**config.mk**
```make
export PLATFORM = sky130hd
export DESIGN_NAME = trecv_ctrl
export DESIGN_NICKNAME = d
export VERILOG_FILES = /design/src/inc/trecv_pkg.sv /design/src/verilog/trecv_sync.sv /design/src/verilog/trecv_ctrl.sv
export SDC_FILE = /design/constraint.sdc
export NUM_CORES = 1
export LEC_CHECK = 0
export ABC_CLOCK_PERIOD_IN_PS = 3600
export BUFFER_PORTS_ARGS = -buffer_cell sky130_fd_sc_hd__buf_2
export CORE_MARGIN = 2
export CORE_UTILIZATION = 55
export DETAILED_ROUTE_END_ITERATION = 12
export GPL_TIMING_DRIVEN = 1
export MAX_ROUTING_LAYER = met4
export PLACE_DENSITY = 0.79
export REMOVE_ABC_BUFFERS = 1
export SLEW_MARGIN = 0
export SYNTH_ARGS = -nofsm -noshare
export SYNTH_HDL_FRONTEND = slang
export SYNTH_SLANG_ARGS = --single-unit
```
**constraint.sdc**
```tcl
create_clock -name clk -period 3.6 [get_ports clk]
set_input_delay 0.54 -clock clk [delete_from_list [all_inputs] [get_ports clk]]
set_output_delay 0.54 -clock clk [all_outputs]
set_load 0.05 [all_outputs]
```
**src/inc/trecv_pkg.sv**
```systemverilog
// Purpose: Shared constants for the terminal receive-end and interlock block
// Assumes: 10 MHz clock, one clock domain
// Notes:   Times are given in their own unit with derived cycle counts
package trecv_pkg;
	localparam int unsigned CLK_HZ            = 10000000;
	localparam int unsigned TIMEOUT_MS        = 1000;
	localparam int unsigned TIMEOUT_CYCLES    = (CLK_HZ / 1000) * TIMEOUT_MS;
	localparam int unsigned TIMER_W           = 24;
	localparam int unsigned CHAR_W            = 7;
	localparam logic [6:0]  EOT_CODE_DEFAULT  = 7'h1f;
	localparam logic [6:0]  BUF_RESET_VALUE   = 7'h00;
	localparam logic        MODE_A_RESET      = 1'b1;
	localparam logic        MODE_B_RESET      = 1'b1;
	localparam logic [2:0]  SYNC_RESET        = 3'h0;
endpackage : trecv_pkg

```
**src/verilog/trecv_sync.sv**
```systemverilog
// Purpose: Three-stage synchroniser for pin inputs
// Assumes: Input is asynchronous to clk
// Notes:   Change accepted once stages two and three agree
`timescale 1ns/1ps
`default_nettype none
module trecv_sync (
	input  wire logic clk,
	input  wire logic sys_rst,
	input  wire logic din,
	output var  logic dout
);
	logic [2:0] stage;

	always_ff @(posedge clk or posedge sys_rst) begin
		if (sys_rst) begin
			stage <= trecv_pkg::SYNC_RESET;
		end else begin
			stage <= {stage[1:0], din};
		end
	end

	always_ff @(posedge clk or posedge sys_rst) begin
		if (sys_rst) begin
			dout <= 1'b0;
		end else if (stage[1] == stage[2]) begin
			dout <= stage[2];
		end
	end
endmodule : trecv_sync
`default_nettype wire

```
**src/verilog/trecv_ctrl.sv**
```systemverilog
// Purpose: Receive-end, overflow reset, power-on reset, motor, keyboard lock, lowercase
// Assumes: Same-clock strobes from serdes logic; pins pass through trecv_sync
// Notes:   Mode triggers A and B both set means control-receive
`timescale 1ns/1ps
`default_nettype none
module trecv_ctrl #(
	parameter logic [6:0]  EOT_CODE       = trecv_pkg::EOT_CODE_DEFAULT,
	parameter int unsigned TIMEOUT_CYCLES = trecv_pkg::TIMEOUT_CYCLES
) (
	input  wire logic       clk,
	input  wire logic       sys_rst,
	input  wire logic       dc_power_ok,
	input  wire logic       supply_relay,
	input  wire logic       modem_ready,
	input  wire logic       carrier_detect,
	input  wire logic       dialup_fitted,
	input  wire logic       communicate,
	input  wire logic       clear_to_send,
	input  wire logic       uppercase_contact,
	input  wire logic       io_cycle,
	input  wire logic       long_function,
	input  wire logic       end_of_state_latch,
	input  wire logic       op_busy,
	input  wire logic       control_clock,
	input  wire logic       first_buf_load,
	input  wire logic [6:0] first_buf_data,
	input  wire logic       second_buf_load,
	input  wire logic       shift_stage_one,
	input  wire logic       serdes_delay_one,
	input  wire logic       control_char_load,
	input  wire logic [6:0] control_char,
	input  wire logic       set_mode_a_off,
	input  wire logic       set_mode_b_off,
	output var  logic       power_on_reset,
	output var  logic       mode_change,
	output var  logic       mode_a,
	output var  logic       mode_b,
	output var  logic [6:0] first_char_buffer,
	output var  logic       first_full,
	output var  logic [6:0] second_char_buffer,
	output var  logic       second_full,
	output var  logic       overflow_reset,
	output var  logic       second_reset,
	output var  logic       second_reset_gate,
	output var  logic       motor_run,
	output var  logic       keyboard_lock,
	output var  logic       time_out_latch,
	output var  logic       initial_lowercase,
	output var  logic       shift_trip_drive,
	output var  logic       shift_magnet_drive
);
	logic dc_s, relay_s, ready_s, carrier_s, comm_s, cts_s, uc_s;
	logic eot_hold;
	logic lock_eot;
	logic [trecv_pkg::TIMER_W-1:0] timer;
	logic timer_run;
	// Counter width for the one-second time-out
	localparam int unsigned TIMER_W = trecv_pkg::TIMER_W;

	// Pin synchronisers
	trecv_sync u_dc (.clk(clk), .sys_rst(sys_rst), .din(dc_power_ok), .dout(dc_s));
	trecv_sync u_rl (.clk(clk), .sys_rst(sys_rst), .din(supply_relay), .dout(relay_s));
	trecv_sync u_rd (.clk(clk), .sys_rst(sys_rst), .din(modem_ready), .dout(ready_s));
	trecv_sync u_cd (.clk(clk), .sys_rst(sys_rst), .din(carrier_detect), .dout(carrier_s));
	trecv_sync u_cm (.clk(clk), .sys_rst(sys_rst), .din(communicate), .dout(comm_s));
	trecv_sync u_ct (.clk(clk), .sys_rst(sys_rst), .din(clear_to_send), .dout(cts_s));
	trecv_sync u_uc (.clk(clk), .sys_rst(sys_rst), .din(uppercase_contact), .dout(uc_s));

	// Mode decode
	function automatic logic is_ctrl_recv(input logic a, input logic b);
		is_ctrl_recv = a & b;
	endfunction : is_ctrl_recv

	wire logic ctrl_recv   = is_ctrl_recv(mode_a, mode_b);
	// Transmit mode: trigger A on, trigger B off
	wire logic sending     = mode_a & ~mode_b;
	wire logic line_lost   = ~ready_s | (dialup_fitted & ~carrier_s);
	wire logic por_cond    = (dc_s & ~relay_s) | line_lost;
	wire logic eot_in_buf  = first_full & (first_char_buffer == EOT_CODE);
	wire logic mode_go     = eot_hold & end_of_state_latch & ~op_busy;
	// Start bit at stage one while both buffers are full
	wire logic ovf_cond    = first_full & second_full & ~shift_stage_one & serdes_delay_one
		& ~second_buf_load & ~second_reset_gate;

	// Power-on reset and mode change
	always_ff @(posedge clk or posedge sys_rst) begin
		if (sys_rst) begin
			power_on_reset <= 1'b1;
		end else begin
			power_on_reset <= por_cond;
		end
	end

	// Follows power-on reset or a finished end-of-transmission
	always_ff @(posedge clk or posedge sys_rst) begin
		if (sys_rst) begin
			mode_change <= 1'b1;
		end else begin
			mode_change <= power_on_reset | mode_go;
		end
	end

	// Mode triggers
	always_ff @(posedge clk or posedge sys_rst) begin
		if (sys_rst) begin
			mode_a <= trecv_pkg::MODE_A_RESET;
			mode_b <= trecv_pkg::MODE_B_RESET;
		end else if (power_on_reset || mode_go) begin
			mode_a <= trecv_pkg::MODE_A_RESET;
			mode_b <= trecv_pkg::MODE_B_RESET;
		end else begin
			if (set_mode_a_off) begin
				mode_a <= 1'b0;
			end
			if (set_mode_b_off) begin
				mode_b <= 1'b0;
			end
		end
	end

	// Pending end-of-transmission
	// Clear first: the buffer still holds the character during mode change
	always_ff @(posedge clk or posedge sys_rst) begin
		if (sys_rst) begin
			eot_hold <= 1'b0;
		end else if (mode_change) begin
			eot_hold <= 1'b0;
		end else if (eot_in_buf) begin
			eot_hold <= 1'b1;
		end
	end

	// First buffer
	always_ff @(posedge clk or posedge sys_rst) begin
		if (sys_rst) begin
			first_char_buffer <= trecv_pkg::BUF_RESET_VALUE;
			first_full        <= 1'b0;
		end else if (power_on_reset || mode_change) begin
			first_char_buffer <= trecv_pkg::BUF_RESET_VALUE;
			first_full        <= 1'b0;
		end else if (control_char_load) begin
			first_char_buffer <= control_char;
			first_full        <= 1'b1;
		end else if (first_buf_load) begin
			first_char_buffer <= first_buf_data;
			first_full        <= 1'b1;
		end else if (second_buf_load && !eot_in_buf) begin
			first_full <= 1'b0;
		end
	end

	// Second buffer
	always_ff @(posedge clk or posedge sys_rst) begin
		if (sys_rst) begin
			second_char_buffer <= trecv_pkg::BUF_RESET_VALUE;
			second_full        <= 1'b0;
		end else if (power_on_reset || mode_change || second_reset) begin
			second_char_buffer <= trecv_pkg::BUF_RESET_VALUE;
			second_full        <= 1'b0;
		end else if (second_buf_load && first_full) begin
			second_char_buffer <= first_char_buffer;
			second_full        <= 1'b1;
		end
	end

	// Overflow and second-buffer reset triggers
	always_ff @(posedge clk or posedge sys_rst) begin
		if (sys_rst) begin
			overflow_reset <= 1'b0;
		end else begin
			overflow_reset <= ovf_cond & ~overflow_reset;
		end
	end

	// Printer-cycle path and overflow path
	always_ff @(posedge clk or posedge sys_rst) begin
		if (sys_rst) begin
			second_reset <= 1'b0;
		end else if (power_on_reset) begin
			second_reset <= 1'b0;
		end else if (overflow_reset
			|| (second_full && !second_buf_load && !second_reset_gate && io_cycle)) begin
			second_reset <= 1'b1;
		end else if (control_clock) begin
			second_reset <= 1'b0;
		end
	end

	// Gate blocks repeated resets until the printer cycle ends
	always_ff @(posedge clk or posedge sys_rst) begin
		if (sys_rst) begin
			second_reset_gate <= 1'b0;
		end else if (power_on_reset) begin
			second_reset_gate <= 1'b0;
		end else if (overflow_reset || (second_reset && io_cycle)) begin
			second_reset_gate <= 1'b1;
		end else if (!io_cycle) begin
			second_reset_gate <= 1'b0;
		end
	end

	// One-second time-out after transmit entry
	always_ff @(posedge clk or posedge sys_rst) begin
		if (sys_rst) begin
			timer          <= '0;
			timer_run      <= 1'b0;
			time_out_latch <= 1'b0;
		end else if (power_on_reset || mode_b) begin
			timer          <= '0;
			timer_run      <= 1'b0;
			time_out_latch <= 1'b0;
		end else if (!time_out_latch) begin
			timer_run <= 1'b1;
			if (timer_run && timer == TIMER_W'(TIMEOUT_CYCLES - 1)) begin
				time_out_latch <= 1'b1;
			end else begin
				timer <= timer + 1'b1;
			end
		end
	end

	// Control character lock, held for end-of-transmission until mode change
	always_ff @(posedge clk or posedge sys_rst) begin
		if (sys_rst) begin
			lock_eot <= 1'b0;
		end else if (control_char_load && control_char == EOT_CODE) begin
			lock_eot <= 1'b1;
		end else if (mode_change) begin
			lock_eot <= 1'b0;
		end
	end

	// Keyboard lock
	always_ff @(posedge clk or posedge sys_rst) begin
		if (sys_rst) begin
			keyboard_lock <= 1'b1;
		end else begin
			keyboard_lock <= long_function
				| (comm_s
				& (~time_out_latch
				| control_char_load | lock_eot
				| ~sending
				| ~cts_s));
		end
	end

	// Motor
	always_ff @(posedge clk or posedge sys_rst) begin
		if (sys_rst) begin
			motor_run <= 1'b0;
		end else begin
			motor_run <= ~comm_s
				| ~mode_a | ~mode_b
				| initial_lowercase | io_cycle;
		end
	end

	// Initial lowercase
	always_ff @(posedge clk or posedge sys_rst) begin
		if (sys_rst) begin
			initial_lowercase <= 1'b0;
		end else if (!uc_s) begin
			initial_lowercase <= 1'b0;
		end else if (ctrl_recv && comm_s) begin
			initial_lowercase <= 1'b1;
		end
	end

	// Drives drop as soon as lowercase is seen
	always_ff @(posedge clk or posedge sys_rst) begin
		if (sys_rst) begin
			shift_trip_drive   <= 1'b0;
			shift_magnet_drive <= 1'b0;
		end else begin
			shift_trip_drive   <= initial_lowercase & uc_s;
			shift_magnet_drive <= initial_lowercase & uc_s;
		end
	end
endmodule : trecv_ctrl
`default_nettype wire

```
# Word-level counts from Yosys, hierarchy flattened
# Index checks and enable logic that the tools add are counted.
# totals
wordCells	152
ff_bits	83
input_bits	36
output_inout_bits	29
# classes
mux	35
bitwise	41
n_reduce_logical	27
eq_ne	14
add_sub_neg	1
# op_table
cell	n
24-bit two-way mux	3
7-bit two-way mux	5
1-bit two-way mux	27
24-bit by 1-bit adder with 24-bit output, second input constant	1
24-bit equality test, second input constant	1
1-bit bitwise AND	15
7-bit by 5-bit equality test with 1-bit output, second input constant	2
1-bit inverter	14
1-bit OR	12
2-bit nonzero test	5
1-bit logical AND	9
1-bit equality test	7
1-bit logical OR	6
3-bit nonzero test	2
2-bit != test, second input constant	2
4-bit nonzero test	1
1-bit zero test	3
3-bit by 1-bit != test with 1-bit output, second input constant	1
2-bit by 1-bit != test with 1-bit output, second input constant	1
2-bit AND reduction	1

# Longest topological paths before layout
# Gate-level depths: netlist of run 1.
# depth
word_depth	8
ltp_mapped	7
depth_no_buf	6

# By module
# Synthesis of run 1 repeated with hierarchy kept, for this count alone.
# unflattened
hier_cells	319
hier_area_um2	3477.1
# modules_own_cells
mod	seq_area_each_um2	instances	area_each_um2	cells_each
trecv_ctrl	1382.6	1	2671.3	277
trecv_sync	100.1	7	115.1	6

# Worst setup path after synthesis of run 1
# OpenSTA, ideal clock, no wires.
# synth_timing
path_type	register -> register
from	register timer[16] (netlist bit)
to	register timer[6] (netlist bit)
n_path_buf	1
period_less_slack_ns	1.824
setup_ns	0.079
path_slack_ns	1.776
t_arrival_ns	1.745
stages_incl_launch_ff	7
t_required_ns	3.521
path_cell_list	dfrtp_1 -> or4b_4 -> nor4_4 -> a21oi_2 -> buf_6 -> nand4_1 -> mux2i_1
# synth_between
elab_chain_len	4
# synth_lines
element	line_no	text
start: declaration	trecv_ctrl.sv:55	logic [trecv_pkg::TIMER_W-1:0] timer;
start signal: assignment	trecv_ctrl.sv:217	timer <= timer + 1'b1;
24-bit equality test	trecv_ctrl.sv:214	if (timer_run && timer == TIMER_W'(TIMEOUT_CYCLES - 1)) begin
1-bit logical AND	trecv_ctrl.sv:214	
2-bit != test (no line)	n/a	
2-bit AND reduction (no line)	n/a	
# No other way between the ends.
# A chain may end at the register's enable or synchronous reset.

# Final worst setup path of run 1
# layout_timing
from	register timer[16] (netlist bit)
to	register timer[2] (netlist bit)
# Same word-level chain as after synthesis.

==> metrics.cfg, run 1 <==
[logic_synthesis]
synth.most_common_cell = dfrtp_1
ys_async_sr_fraction_pct = 100.0
syn_area_sq_um = 3446
synth_top_flop_cell = dfrtp_1
yosysWarnings = 0
synth_seq_area_share_pct = 60.46
synth_edf_count = 0
synth.avg_cell_area_sq_um = 11.08
synthTopCellsByCount = dfrtp_1, nor2_1, a21oi_1
synth.distinct_cells = 48
synth_top_area_share_pct = 56.64
syn_inst = 311
synth-seq-cells = 83
ys_top_cells_by_area = dfrtp_1, nor2_1, dfstp_2, xnor2_1, a21oi_1
synth_top_cell_by_area = dfrtp_1

[power_and_ir_drop]
powerDensity_nw_per_um2 = 465.8
peakVddDrop_mv = 0.3994
p_leak_nw = 1.814

[timing]
layout_min_cycle_time_ns = 2.070
finalCritPeriodShare_pct = 57.50
relSlewSlack_pct = 52.46
finalHoldViolCount = 0
rsz0062_at_grt = false
holdWs_ns = 0.2051
maxSlewViolCount = 0
max_slew.worst_pin.slew_ns = 0.7065
maxClockFrequency_ghz = 0.4831
finClkSkew_ns = 0.01199
setup_tns_ns = 0
setup_viol = 0

[clocking]
clk_path_buf_depth = 2
cts_resized = 0
cts_made_buffers = 9
root_buffer = clkbuf_8
cts_max_level = 3
cts_tree = built
clk_latency_ns = 0.36
clk_pin_slew_worst_paths_ns = 0.09
hold_buffers = 0
clock_sinks = 83
post_cts_buffers = 0

[cells_and_area]
seqCellArea_sq_um = 2083
fin_nets = 410
antenna_cells = 0
multiInputGateArea_sq_um = 1242
drive_gt1_share_pct = 25.93
area_growth_pct = 16.38
n_fill_cell = 465

[die]
row_count = 28
die_area_sq_um = 6914
core-area_sq_um = 5991
die_y_microns = 83.15
die_w_microns = 83.15
io_pins = 65
start_util_pct = 57.52

[worst_setup_path]
r2r_end = timer[2]
crit_path_start_kind = flop
worstPathRequired_ns = 3.84
regToRegSetupSlack_ns = 1.53
r2r_cells = 5
max_stage_delay_ns = 0.56
crit_arrival_ns = 2.31
criticalPathCategory = flop to flop
timing.rr.start = timer[16]
end_kind = flop
path_cells = or4b_4 > nor4_4 > a21oi_2 > and3b_2 > o21a_1
slowest_stage = or4b_4
worstPathMaxFanout = 11

[route]
drtPass1Iterations = 4
vias = 2480
antenna_left = 0
via_per_inst = 5.475
detail_route.iter0.violations = 109
wl_per_cell_microns = 15.48
route.detailed.drc = 0
wl_microns = 7011

[global_route]
gr-usage-all-layers_pct = 22.21
gr-total-overflow = 0
grt_pass1_vias = 2509
grt_pass1_wl_microns = 11930
antenna_found_initial = 0
grt_start_max_net_pins = 50

[placement]
place_congestion = 0.8978
port_buffers = 64
place_hpwl_microns = 4860

[status]
outcome = completed

[flow_run]
cap_violations = 0

[min_path]
hold_path.class = input pin to asynchronous set/reset pin

==> metrics by stage <==
stage	util, %	std cells	setup WS [ns]	cell area (sq um)	power [mW]
5_1_grt	66.94	453	1.413	4010	1.939
3_5_place_dp	63.39	437	1.538	3797	1.173
4_1_cts	66.94	453	1.528	4010	1.883
2_1_floorplan	-	297	0.9315	3374	1.109
3_3_place_gp	63.39	437	1.580	3797	1.167
6_report	66.94	453	1.530	4010	1.868
==> where the power goes <==
group / total (mW) / internal (mW) / switching [mW]
combinational: 0.155 / 0.0450 / 0.110
clock: 0.713 / 0.340 / 0.374
sequential: 1.00 / 0.970 / 0.0304
==> state kept, by name (all words and copies together), names as in the netlist, 3 cells and up <==
register	flops
timer	24
first_char_buffer	7
second_char_buffer	7
u_cd.stage	3
u_cm.stage	3
u_ct.stage	3
u_dc.stage	3
u_rd.stage	3
u_rl.stage	3
u_uc.stage	3
==> worst max-delay path: cells and delay by family (launching register included) <==
kind	cells	cell delay [ns]
AOI/OAI and AO/OA	2	0.38
and+or+nand+nor	3	1.13
DFF	1	0.44
==> cell type report <==
cell class	instances	share of cell area, %
sequential	83	51.95
clock inverter	7	2.215
clock buffer	9	3.089
multi-input combinational	201	30.98
tap	75	2.340
timing repair buffer	65	8.175
inverter	13	1.248
==> placed cells by master (no fill, tap or decap), drive strengths merged, types with 8 or more instances in the layout <==
master | synthesis | layout
nand4 | 8 | 8
mux2i | 8 | 8
xnor2 | 15 | 15
nor2 | 45 | 45
clkbuf | 11 | 9
nor4 | 8 | 8
dfrtp | 78 | 78
a21oi | 21 | 21
nand3 | 18 | 18
buf | 3 | 65
nand2 | 17 | 17
inv | 13 | 17
==> cell families after synthesis <==
| kind of cell | Yosys count | synth area share (%) |
|---|---|---|
| and+or+nand+nor | 125 | 18.99 |
| DFF | 83 | 60.46 |
| AOI/OAI and AO/OA | 43 | 8.025 |
| buffers and inverters | 27 | 3.486 |
| xor gates and xnor gates | 17 | 4.321 |
| muxes | 8 | 2.324 |
| adders and majority gates | 8 | 2.397 |
==> worst max-delay path by stage <==
stage,startpoint,end,slack [ns],cells past startpoint
floorplan,sys_rst,eot_hold,0.93,1
global placement,timer[16],timer[2],1.58,5
detailed placement,timer[16],timer[2],1.54,5
CTS,timer[16],timer[2],1.53,5
global route,timer[16],timer[2],1.41,5
finish,timer[16],timer[2],1.53,5
==> layer usage <==
layer,track usage [%],share of wire [%],vias up
met5,-,0,-
met4,8.048,0.78,0
met2,33.21,50,61
met1,30.07,45,1212
met3,5.169,4.4,4
li1,-,-,1203
Power figures use the tool's default switching activity.
==> run 2: changes to the inputs <==
- ABC_AREA: unset -> 1
- ABC_CLOCK_PERIOD_IN_PS: 3600 -> 2000
- CORE_UTILIZATION: 55 -> 56
- PLACE_DENSITY: 0.79 -> 0.8
- clock period: 3.6 -> 2 ns (I/O delays scaled with it)
==> metrics.cfg, run 2 <==
[min_path]
hold_path.class = input pin to asynchronous set/reset pin  ; unchanged

[placement]
place_congestion = 0.8657  ; was 0.8978
place_hpwl_microns = 5721  ; was 4860 microns
dp_slack_ns = 0.3275  ; was 1.538 ns
dp_cells = 578  ; was 437
port_buffers = 64  ; unchanged

[global_route]
grt_pass1_wl_microns = 13010  ; was 11930 microns
gr-usage-all-layers_pct = 22.74  ; was 22.21%
grt_start_max_net_pins = 84  ; was 50
antenna_found_initial = 0  ; unchanged
grt_pass1_vias = 2805  ; was 2509
gr-total-overflow = 0  ; unchanged

[power_and_ir_drop]
pwr-share-clk_pct = 36.8  ; was 38.2%
p_leak_nw = 2.172  ; was 1.814 nW
power_frac_seq_pct = 54.3  ; was 53.5%
p_comb_share_pct = 8.9  ; was 8.3%
power.net_switching_mw = 0.8758  ; was 0.5135 mW
peakVddDrop_mv = 0.4898  ; was 0.3994 mV
power_mw = 3.297  ; was 1.868 mW
swShare_pct = 26.57  ; was 27.49%
p_int_mw = 2.421  ; was 1.355 mW
powerDensity_nw_per_um2 = 740.4  ; was 465.8 nW/um^2

[die]
io_pins = 65  ; unchanged
die_y_microns = 86.77  ; was 83.15 microns
core-area_sq_um = 6719  ; was 5991 sq um
die_area_sq_um = 7528  ; was 6914 sq um
row_count = 30  ; was 28
start_util_pct = 57.09  ; was 57.52%
die_w_microns = 86.77  ; was 83.15 microns

[timing]
relSlewSlack_pct = 62.90  ; was 52.46%
layout_setup_ws_ns = 0.2901  ; was 1.530 ns
finalHoldViolCount = 1  ; was 0
layout_min_cycle_time_ns = 1.710  ; was 2.070 ns
finClkSkew_ns = 0.01066  ; was 0.01199 ns
maxClockFrequency_ghz = 0.5848  ; was 0.4831 GHz
setup_viol = 0  ; unchanged
holdWs_ns = -0.001254  ; was 0.2051 ns
maxSlewViolCount = 0  ; unchanged
finalCritPeriodShare_pct = 85.49  ; was 57.50%
max_slew.worst_pin.slew_ns = 0.5529  ; was 0.7065 ns
rsz0062_at_grt = false  ; unchanged

[logic_synthesis]
synthTopCellsByCount = nand2_1, dfrtp_1, nand3_1  ; was dfrtp_1, nor2_1, a21oi_1
yosysWarnings = 0  ; unchanged
ys_top_cells_by_area = dfrtp_1, nand2_1, nand3_1, nor2_1, inv_1  ; was dfrtp_1, nor2_1, dfstp_2, xnor2_1, a21oi_1
syn_inst = 439  ; was 311
syn_area_sq_um = 3836  ; was 3446 sq um
synth_seq_area_share_pct = 54.31  ; was 60.46%
synth_top_cell_by_area = dfrtp_1  ; unchanged
synth_edf_count = 0  ; unchanged
synth_top_flop_cell = dfrtp_1  ; unchanged
ys_async_sr_fraction_pct = 100.0  ; unchanged
synth_top_area_share_pct = 50.88  ; was 56.64%
synth.avg_cell_area_sq_um = 8.738  ; was 11.08 sq um
synth.distinct_cells = 35  ; was 48
synth-seq-cells = 83  ; unchanged
synth.most_common_cell = nand2_1  ; was dfrtp_1

[status]
violations = hold timing
outcome = complete, but fails checks  ; was completed

[route]
wl_microns = 7912  ; was 7011 microns
via_per_inst = 5.389  ; was 5.475
detail_route.iter0.violations = 252  ; was 109
drtPass1Iterations = 4  ; unchanged
vias = 3201  ; was 2480
route.detailed.drc = 0  ; unchanged
antenna_left = 0  ; unchanged
wl_per_cell_microns = 13.32  ; was 15.48 microns

[worst_setup_path]
path_cells = ha_1 > nand2_2 > nor2_4 > nand3_4 > nor2_2 > nor2_4 > buf_12 > nand3b_1 > nand2_1  ; was or4b_4 > nor4_4 > a21oi_2 > and3b_2 > o21a_1
criticalPathCategory = flop to flop  ; unchanged
max_stage_delay_ns = 0.42  ; was 0.56 ns
cp_common_cell = nor2_4
crit_arrival_ns = 2.01  ; was 2.31 ns
slowest_stage = dfrtp_1  ; was or4b_4
crit_path_start_kind = flop  ; unchanged
worstPathMaxFanout = 14  ; was 11
worstPathRequired_ns = 2.30  ; was 3.84 ns
end_kind = flop  ; unchanged

[cells_and_area]
area_growth_pct = 16.08  ; was 16.38%
fin_nets = 546  ; was 410
max_flop_register = timer  ; unchanged
fin_cells = 594  ; was 453
antenna_cells = 0  ; unchanged
top_regs = timer: 24 flops, first_char_buffer: 7 flops, second_char_buffer: 7 flops  ; unchanged
drive_gt1_share_pct = 20.23  ; was 25.93%
final_common_cell = nand2_1  ; was dfrtp_1
largest_reg_flops = 24  ; unchanged
layout_common_cells = nand2_1, dfrtp_1, nand3_1  ; was dfrtp_1, buf_2, nor2_1

[flow_run]
cap_violations = 0  ; unchanged

[clocking]
clk_latency_ns = 0.36  ; about the same
cts_max_level = 3  ; unchanged
cts_tree = built  ; unchanged
clk_pin_slew_worst_paths_ns = 0.09  ; about the same
post_cts_buffers = 0  ; unchanged
clock_sinks = 83  ; unchanged
cts_resized = 0  ; unchanged
hold_buffers = 0  ; unchanged
root_buffer = clkbuf_8  ; unchanged
cts_made_buffers = 9  ; unchanged
clk_path_buf_depth = 2  ; unchanged

run 2: kinds of logic after synthesis:
family                     count (synthesis)  share of synthesized area, %
xor gates and xnor gates                   9                         2.055
AOI/OAI and AO/OA                         33                         5.382
and+or+nand+nor                          249                         29.39
muxes                                      1                        0.2609
DFF                                       83                         54.31
adders and majority gates                  8                         2.153
buffers and inverters                     56                         6.458
run 2: stage by stage:
| stage | utilization [%] | instance area (sq um) | TNS (ns) | hold slack (ns) |
|---|---|---|---|---|
| floorplan | - | 3757 | -43.04 | 0.3312 |
| detailed placement | 63.28 | 4252 | 0 | 0.3347 |
| global placement | 63.28 | 4252 | 0 | 0.3312 |
| CTS | 66.28 | 4453 | 0 | 0.02738 |
| finish | 66.28 | 4453 | 0 | -0.001254 |
| global route | 66.28 | 4453 | 0 | 0.02785 |
run 2: cell type report:
| class | instances | area (sq um) |
|---|---|---|
| clock buffer | 10 | 127.6 |
| clock inverter | 6 | 73.82 |
| fill | 519 | 2266 |
| inverter | 45 | 170.2 |
| multi-input combinational | 300 | 1508 |
| sequential | 83 | 2083 |
| tap | 80 | 100.1 |
| timing repair buffer | 70 | 390.4 |
run 2: path summary, 6_finish.rpt:
kind | from | to | slack [ns] | cells past startpoint
worst max-delay path | timer[0] | timer[7] | 0.29 | 9
worst min-delay path | sys_rst | u_uc.stage[1] | -0.001 | 3
worst max register to register | timer[0] | timer[7] | 0.29 | 9
worst min register to register | u_dc.stage[0] | u_dc.stage[1] | 0.35 | 0
max in group asynchronous | sys_rst | mode_change | 1.62 | 3
min in group clk | uppercase_contact | u_uc.stage[0] | 0.04 | 1
run 2: power groups by stage:
stage,sequential [mW],combinational [mW],clock [mW]
after floorplan,1.91,0.0947,0
after global placement,1.82,0.290,0
after detailed placement,1.82,0.296,0
after CTS,1.79,0.297,1.25
after global routing,1.80,0.322,1.32
final,1.79,0.293,1.21
run 2: metal layers:
layer	track usage, %	vias up	wire length [microns]
met5	-	-	0
met4	9.801	0	130
met3	3.905	12	475
met2	35.03	114	3736
met1	29.90	1498	3569
li1	-	1577	-
run 2: worst max-delay path, delay by kind of cell (launching register included):
family | cells | cell delay [ns]
fa+ha+maj | 1 | 0.24
flops | 1 | 0.42
simple gates | 7 | 0.80
buf+inv | 1 | 0.19
==> run 3: changes to the inputs <==
- ABC_AREA: 1 -> unset
- CORE_UTILIZATION: 56 -> 55
- PLACE_DENSITY: 0.8 -> 0.79
- SYNTH_HIERARCHICAL: unset -> 1
==> metrics.cfg, run 3 <==
[clocking]
clk_pin_slew_worst_paths_ns = 0.08  ; was 0.09 ns
clk_path_buf_depth = 2  ; unchanged
clock_sinks = 83  ; unchanged
cts_tree = built  ; unchanged
cts_max_level = 3  ; unchanged
cts_made_buffers = 9  ; unchanged
root_buffer = clkbuf_8  ; unchanged
cts_resized = 0  ; unchanged
clk_latency_ns = 0.34  ; was 0.36 ns
post_cts_buffers = 0  ; unchanged

[timing]
finClkSkew_ns = 0.005114  ; was 0.01066 ns
finalHoldViolCount = 0  ; was 1
setup_viol = 0  ; unchanged
rsz0062_at_grt = false  ; unchanged
relSlewSlack_pct = 63.77  ; was 62.90%
setup_tns_ns = 0  ; unchanged
maxSlewViolCount = 0  ; unchanged
max_slew.worst_pin.slew_ns = 0.5434  ; was 0.5529 ns
layout_setup_ws_ns = 0.08832  ; was 0.2901 ns
finalCritPeriodShare_pct = 95.58  ; was 85.49%
maxClockFrequency_ghz = 0.5231  ; was 0.5848 GHz
layout_min_cycle_time_ns = 1.912  ; was 1.710 ns

[logic_synthesis]
syn_inst = 319  ; was 439
synthTopCellsByCount = dfrtp_1, nor2_1, a21oi_1, nand2_1, inv_1  ; was nand2_1, dfrtp_1, nand3_1
synth_edf_count = 0  ; unchanged
yosys.area_share.simple_pct = 20.30  ; was 29.39%
synth_top_area_share_pct = 56.14  ; was 50.88%
synth_top_family_by_area = simple AND/OR/NAND/NOR gates  ; unchanged
synth-compound-area-share_pct = 8.024  ; was 5.382%
synth.distinct_cells = 44  ; was 35
synth.most_common_cell = dfrtp_1  ; was nand2_1
synthMuxAreaShare_pct = 2.015  ; was 0.2609%
synth_xor_area_share_pct = 3.778  ; was 2.055%
synth_seq_area_share_pct = 59.91  ; was 54.31%
synth_top_cell_by_area = dfrtp_1  ; unchanged
syn_area_sq_um = 3477  ; was 3836 sq um
synth-seq-cells = 83  ; unchanged
synth_fa_ha_area_share_pct = 2.627  ; was 2.153%
synth.avg_cell_area_sq_um = 10.90  ; was 8.738 sq um
synth_top_flop_cell = dfrtp_1  ; unchanged
yosysWarnings = 6  ; was 0
ys_top_cells_by_area = dfrtp_1, nor2_1, dfstp_2, a21oi_1, xnor2_1  ; was dfrtp_1, nand2_1, nand3_1, nor2_1, inv_1
ys_async_sr_fraction_pct = 100.0  ; unchanged

[placement]
dp_slack_ns = 0.1279  ; was 0.3275 ns
place_hpwl_microns = 5112  ; was 5721 microns
place_congestion = 0.9570  ; was 0.8657
port_buffers = 64  ; unchanged
postPlaceCellArea_sq_um = 3885  ; was 4252 sq um

[die]
start_util_pct = 57.70  ; was 57.09%
row_count = 28  ; was 30
core-area_sq_um = 6026  ; was 6719 sq um
io_pins = 65  ; unchanged
die_y_microns = 83.51  ; was 86.77 microns
die_area_sq_um = 6974  ; was 7528 sq um
die_w_microns = 83.51  ; was 86.77 microns

[power_and_ir_drop]
p_leak_nw = 1.888  ; was 2.172 nW
powerDensity_nw_per_um2 = 829.7  ; was 740.4 nW/um^2
swShare_pct = 25.12  ; was 26.57%
power_frac_seq_pct = 52.6  ; was 54.3%
p_comb_share_pct = 8.5  ; was 8.9%
p_int_mw = 2.559  ; was 2.421 mW
pwr-share-clk_pct = 38.9  ; was 36.8%
power.net_switching_mw = 0.8585  ; was 0.8758 mW
peakVddDrop_mv = 0.6465  ; was 0.4898 mV

[worst_setup_path]
max_stage_delay_ns = 0.50  ; was 0.42 ns
path_cells = ha_1 > nand3_1 > nor4_4 > a21o_4 > or4_1 > a21oi_1  ; was ha_1 > nand2_2 > nor2_4 > nand3_4 > nor2_2 > nor2_4 > buf_12 > nand3b_1 > nand2_1
crit_arrival_ns = 2.18  ; was 2.01 ns
critPathBufInv = 0  ; was 1
slowest_stage = or4_1  ; was dfrtp_1
end_kind = flop  ; unchanged
worstPathRequired_ns = 2.27  ; was 2.30 ns
criticalPathCategory = flop to flop  ; unchanged
worstPathMaxFanout = 10  ; was 14
crit_path_start_kind = flop  ; unchanged
path_delay_family = simple AND/OR/NAND/NOR gates  ; unchanged

[route]
drtPass1Iterations = 4  ; unchanged
antenna_left = 0  ; unchanged
wl_microns = 6992  ; was 7912 microns
route.detailed.drc = 0  ; unchanged
wl_per_cell_microns = 14.97  ; was 13.32 microns
via_per_inst = 5.574  ; was 5.389
vias = 2603  ; was 3201
detail_route.iter0.violations = 145  ; was 252

[status]
outcome = completed  ; was complete, but fails checks

[min_path]
hold_path.class = input pin to flop  ; was input pin to asynchronous set/reset pin

[cells_and_area]
top_regs = timer: 24 flops, first_char_buffer: 7 flops, second_char_buffer: 7 flops  ; unchanged
fin_nets = 424  ; was 546
largest_reg_flops = 24  ; unchanged
final_common_cell = dfrtp_1  ; was nand2_1
drive_gt1_share_pct = 26.79  ; was 20.23%
antenna_cells = 0  ; unchanged
n_fill_cell = 488  ; was 519
max_flop_register = timer  ; unchanged
area_growth_pct = 18.46  ; was 16.08%
final_area_sq_um = 4119  ; was 4453 sq um
layout_common_cells = dfrtp_1, buf_2, nor2_1  ; was nand2_1, dfrtp_1, nand3_1
post-route-util_pct = 68.36  ; was 66.28%

[global_route]
grt_pass1_vias = 2513  ; was 2805
antenna_found_initial = 0  ; unchanged
grt_pass1_wl_microns = 11770  ; was 13010 microns
gr-total-overflow = 0  ; unchanged
grt_start_max_net_pins = 56  ; was 84
gr-usage-all-layers_pct = 21.88  ; was 22.74%

[flow_run]
cap_violations = 0  ; unchanged

-- run 3: kinds of logic after synthesis --
logic type,count (synthesis)
xor+xnor,15
compound gates,45
fa+ha+maj,8
flops,83
mux,7
simple gates,131
buf+inv,30
-- run 3: per-stage QoR --
| stage | total power, mW | hold WS [ns] | cells |
|---|---|---|---|
| finish | 3.417 | 0.05596 | 467 |
| detailed placement | 2.126 | 0.2652 | 450 |
| global placement | 2.115 | 0.2556 | 450 |
| floorplan | 2.005 | 0.06608 | 307 |
| CTS | 3.461 | 0.03078 | 467 |
| global route | 3.562 | 0.02886 | 467 |
-- run 3: cell type report --
cell class / count / area, sq um / share of cell area (%)
Tap cell: 75 / 93.84 / 2.278
Sequential cell: 83 / 2083 / 50.58
Clock buffer: 10 / 127.6 / 3.098
Inverter: 18 / 67.56 / 1.640
Timing Repair Buffer: 69 / 372.9 / 9.052
Multi-Input combinational cell: 206 / 1277 / 31.01
Clock inverter: 6 / 96.34 / 2.339
-- run 3: worst register-to-register path, stage by stage, from the launching register on --
cell,delay (ns)
dfrtp_1,0.42
ha_1,0.25
nand3_1,0.18
nor4_4,0.07
a21o_4,0.26
or4_1,0.50
a21oi_1,0.15
-- run 3: what timing repair did --
item / 4_1_cts / 5_1_grt
setup endpoints to repair: 0 / 2
hold endpoints to repair: 28 / 0
hold buffers: 1 / 0
-- run 3: power groups by stage --
stage | clock network (mW) | logic [mW] | registers [mW]
6_report | 1.33 | 0.291 | 1.80
5_1_grt | 1.43 | 0.319 | 1.81
3_3_place_gp | 0 | 0.287 | 1.83
2_1_floorplan | 0 | 0.0982 | 1.91
4_1_cts | 1.37 | 0.295 | 1.80
3_5_place_dp | 0 | 0.293 | 1.83
-- run 3: per-layer routing --
layer	track usage, %	part of all wire (%)	vias to the layer above	wire [microns]
met5	-	0	-	0
met4	10.85	2.3	0	164
met3	4.352	4.3	11	300
met2	32.18	48	72	3386
met1	29.35	45	1271	3140
li1	-	-	1249	-
-- run 3: worst paths after layout --
check                               from            end  slack (ns)  cells past startpoint
setup reg to reg                timer[0]      timer[19]        0.09                      6
hold reg to reg            u_rd/stage[0]  u_rd/stage[1]        0.36                      0
min in group asynchronous        sys_rst  u_uc/stage[2]        0.44                      3
setup / recovery                timer[0]      timer[19]        0.09                      6
max in group asynchronous        sys_rst         mode_a        1.10                      4
hold / removal             clear_to_send  u_ct/stage[0]        0.06                      1
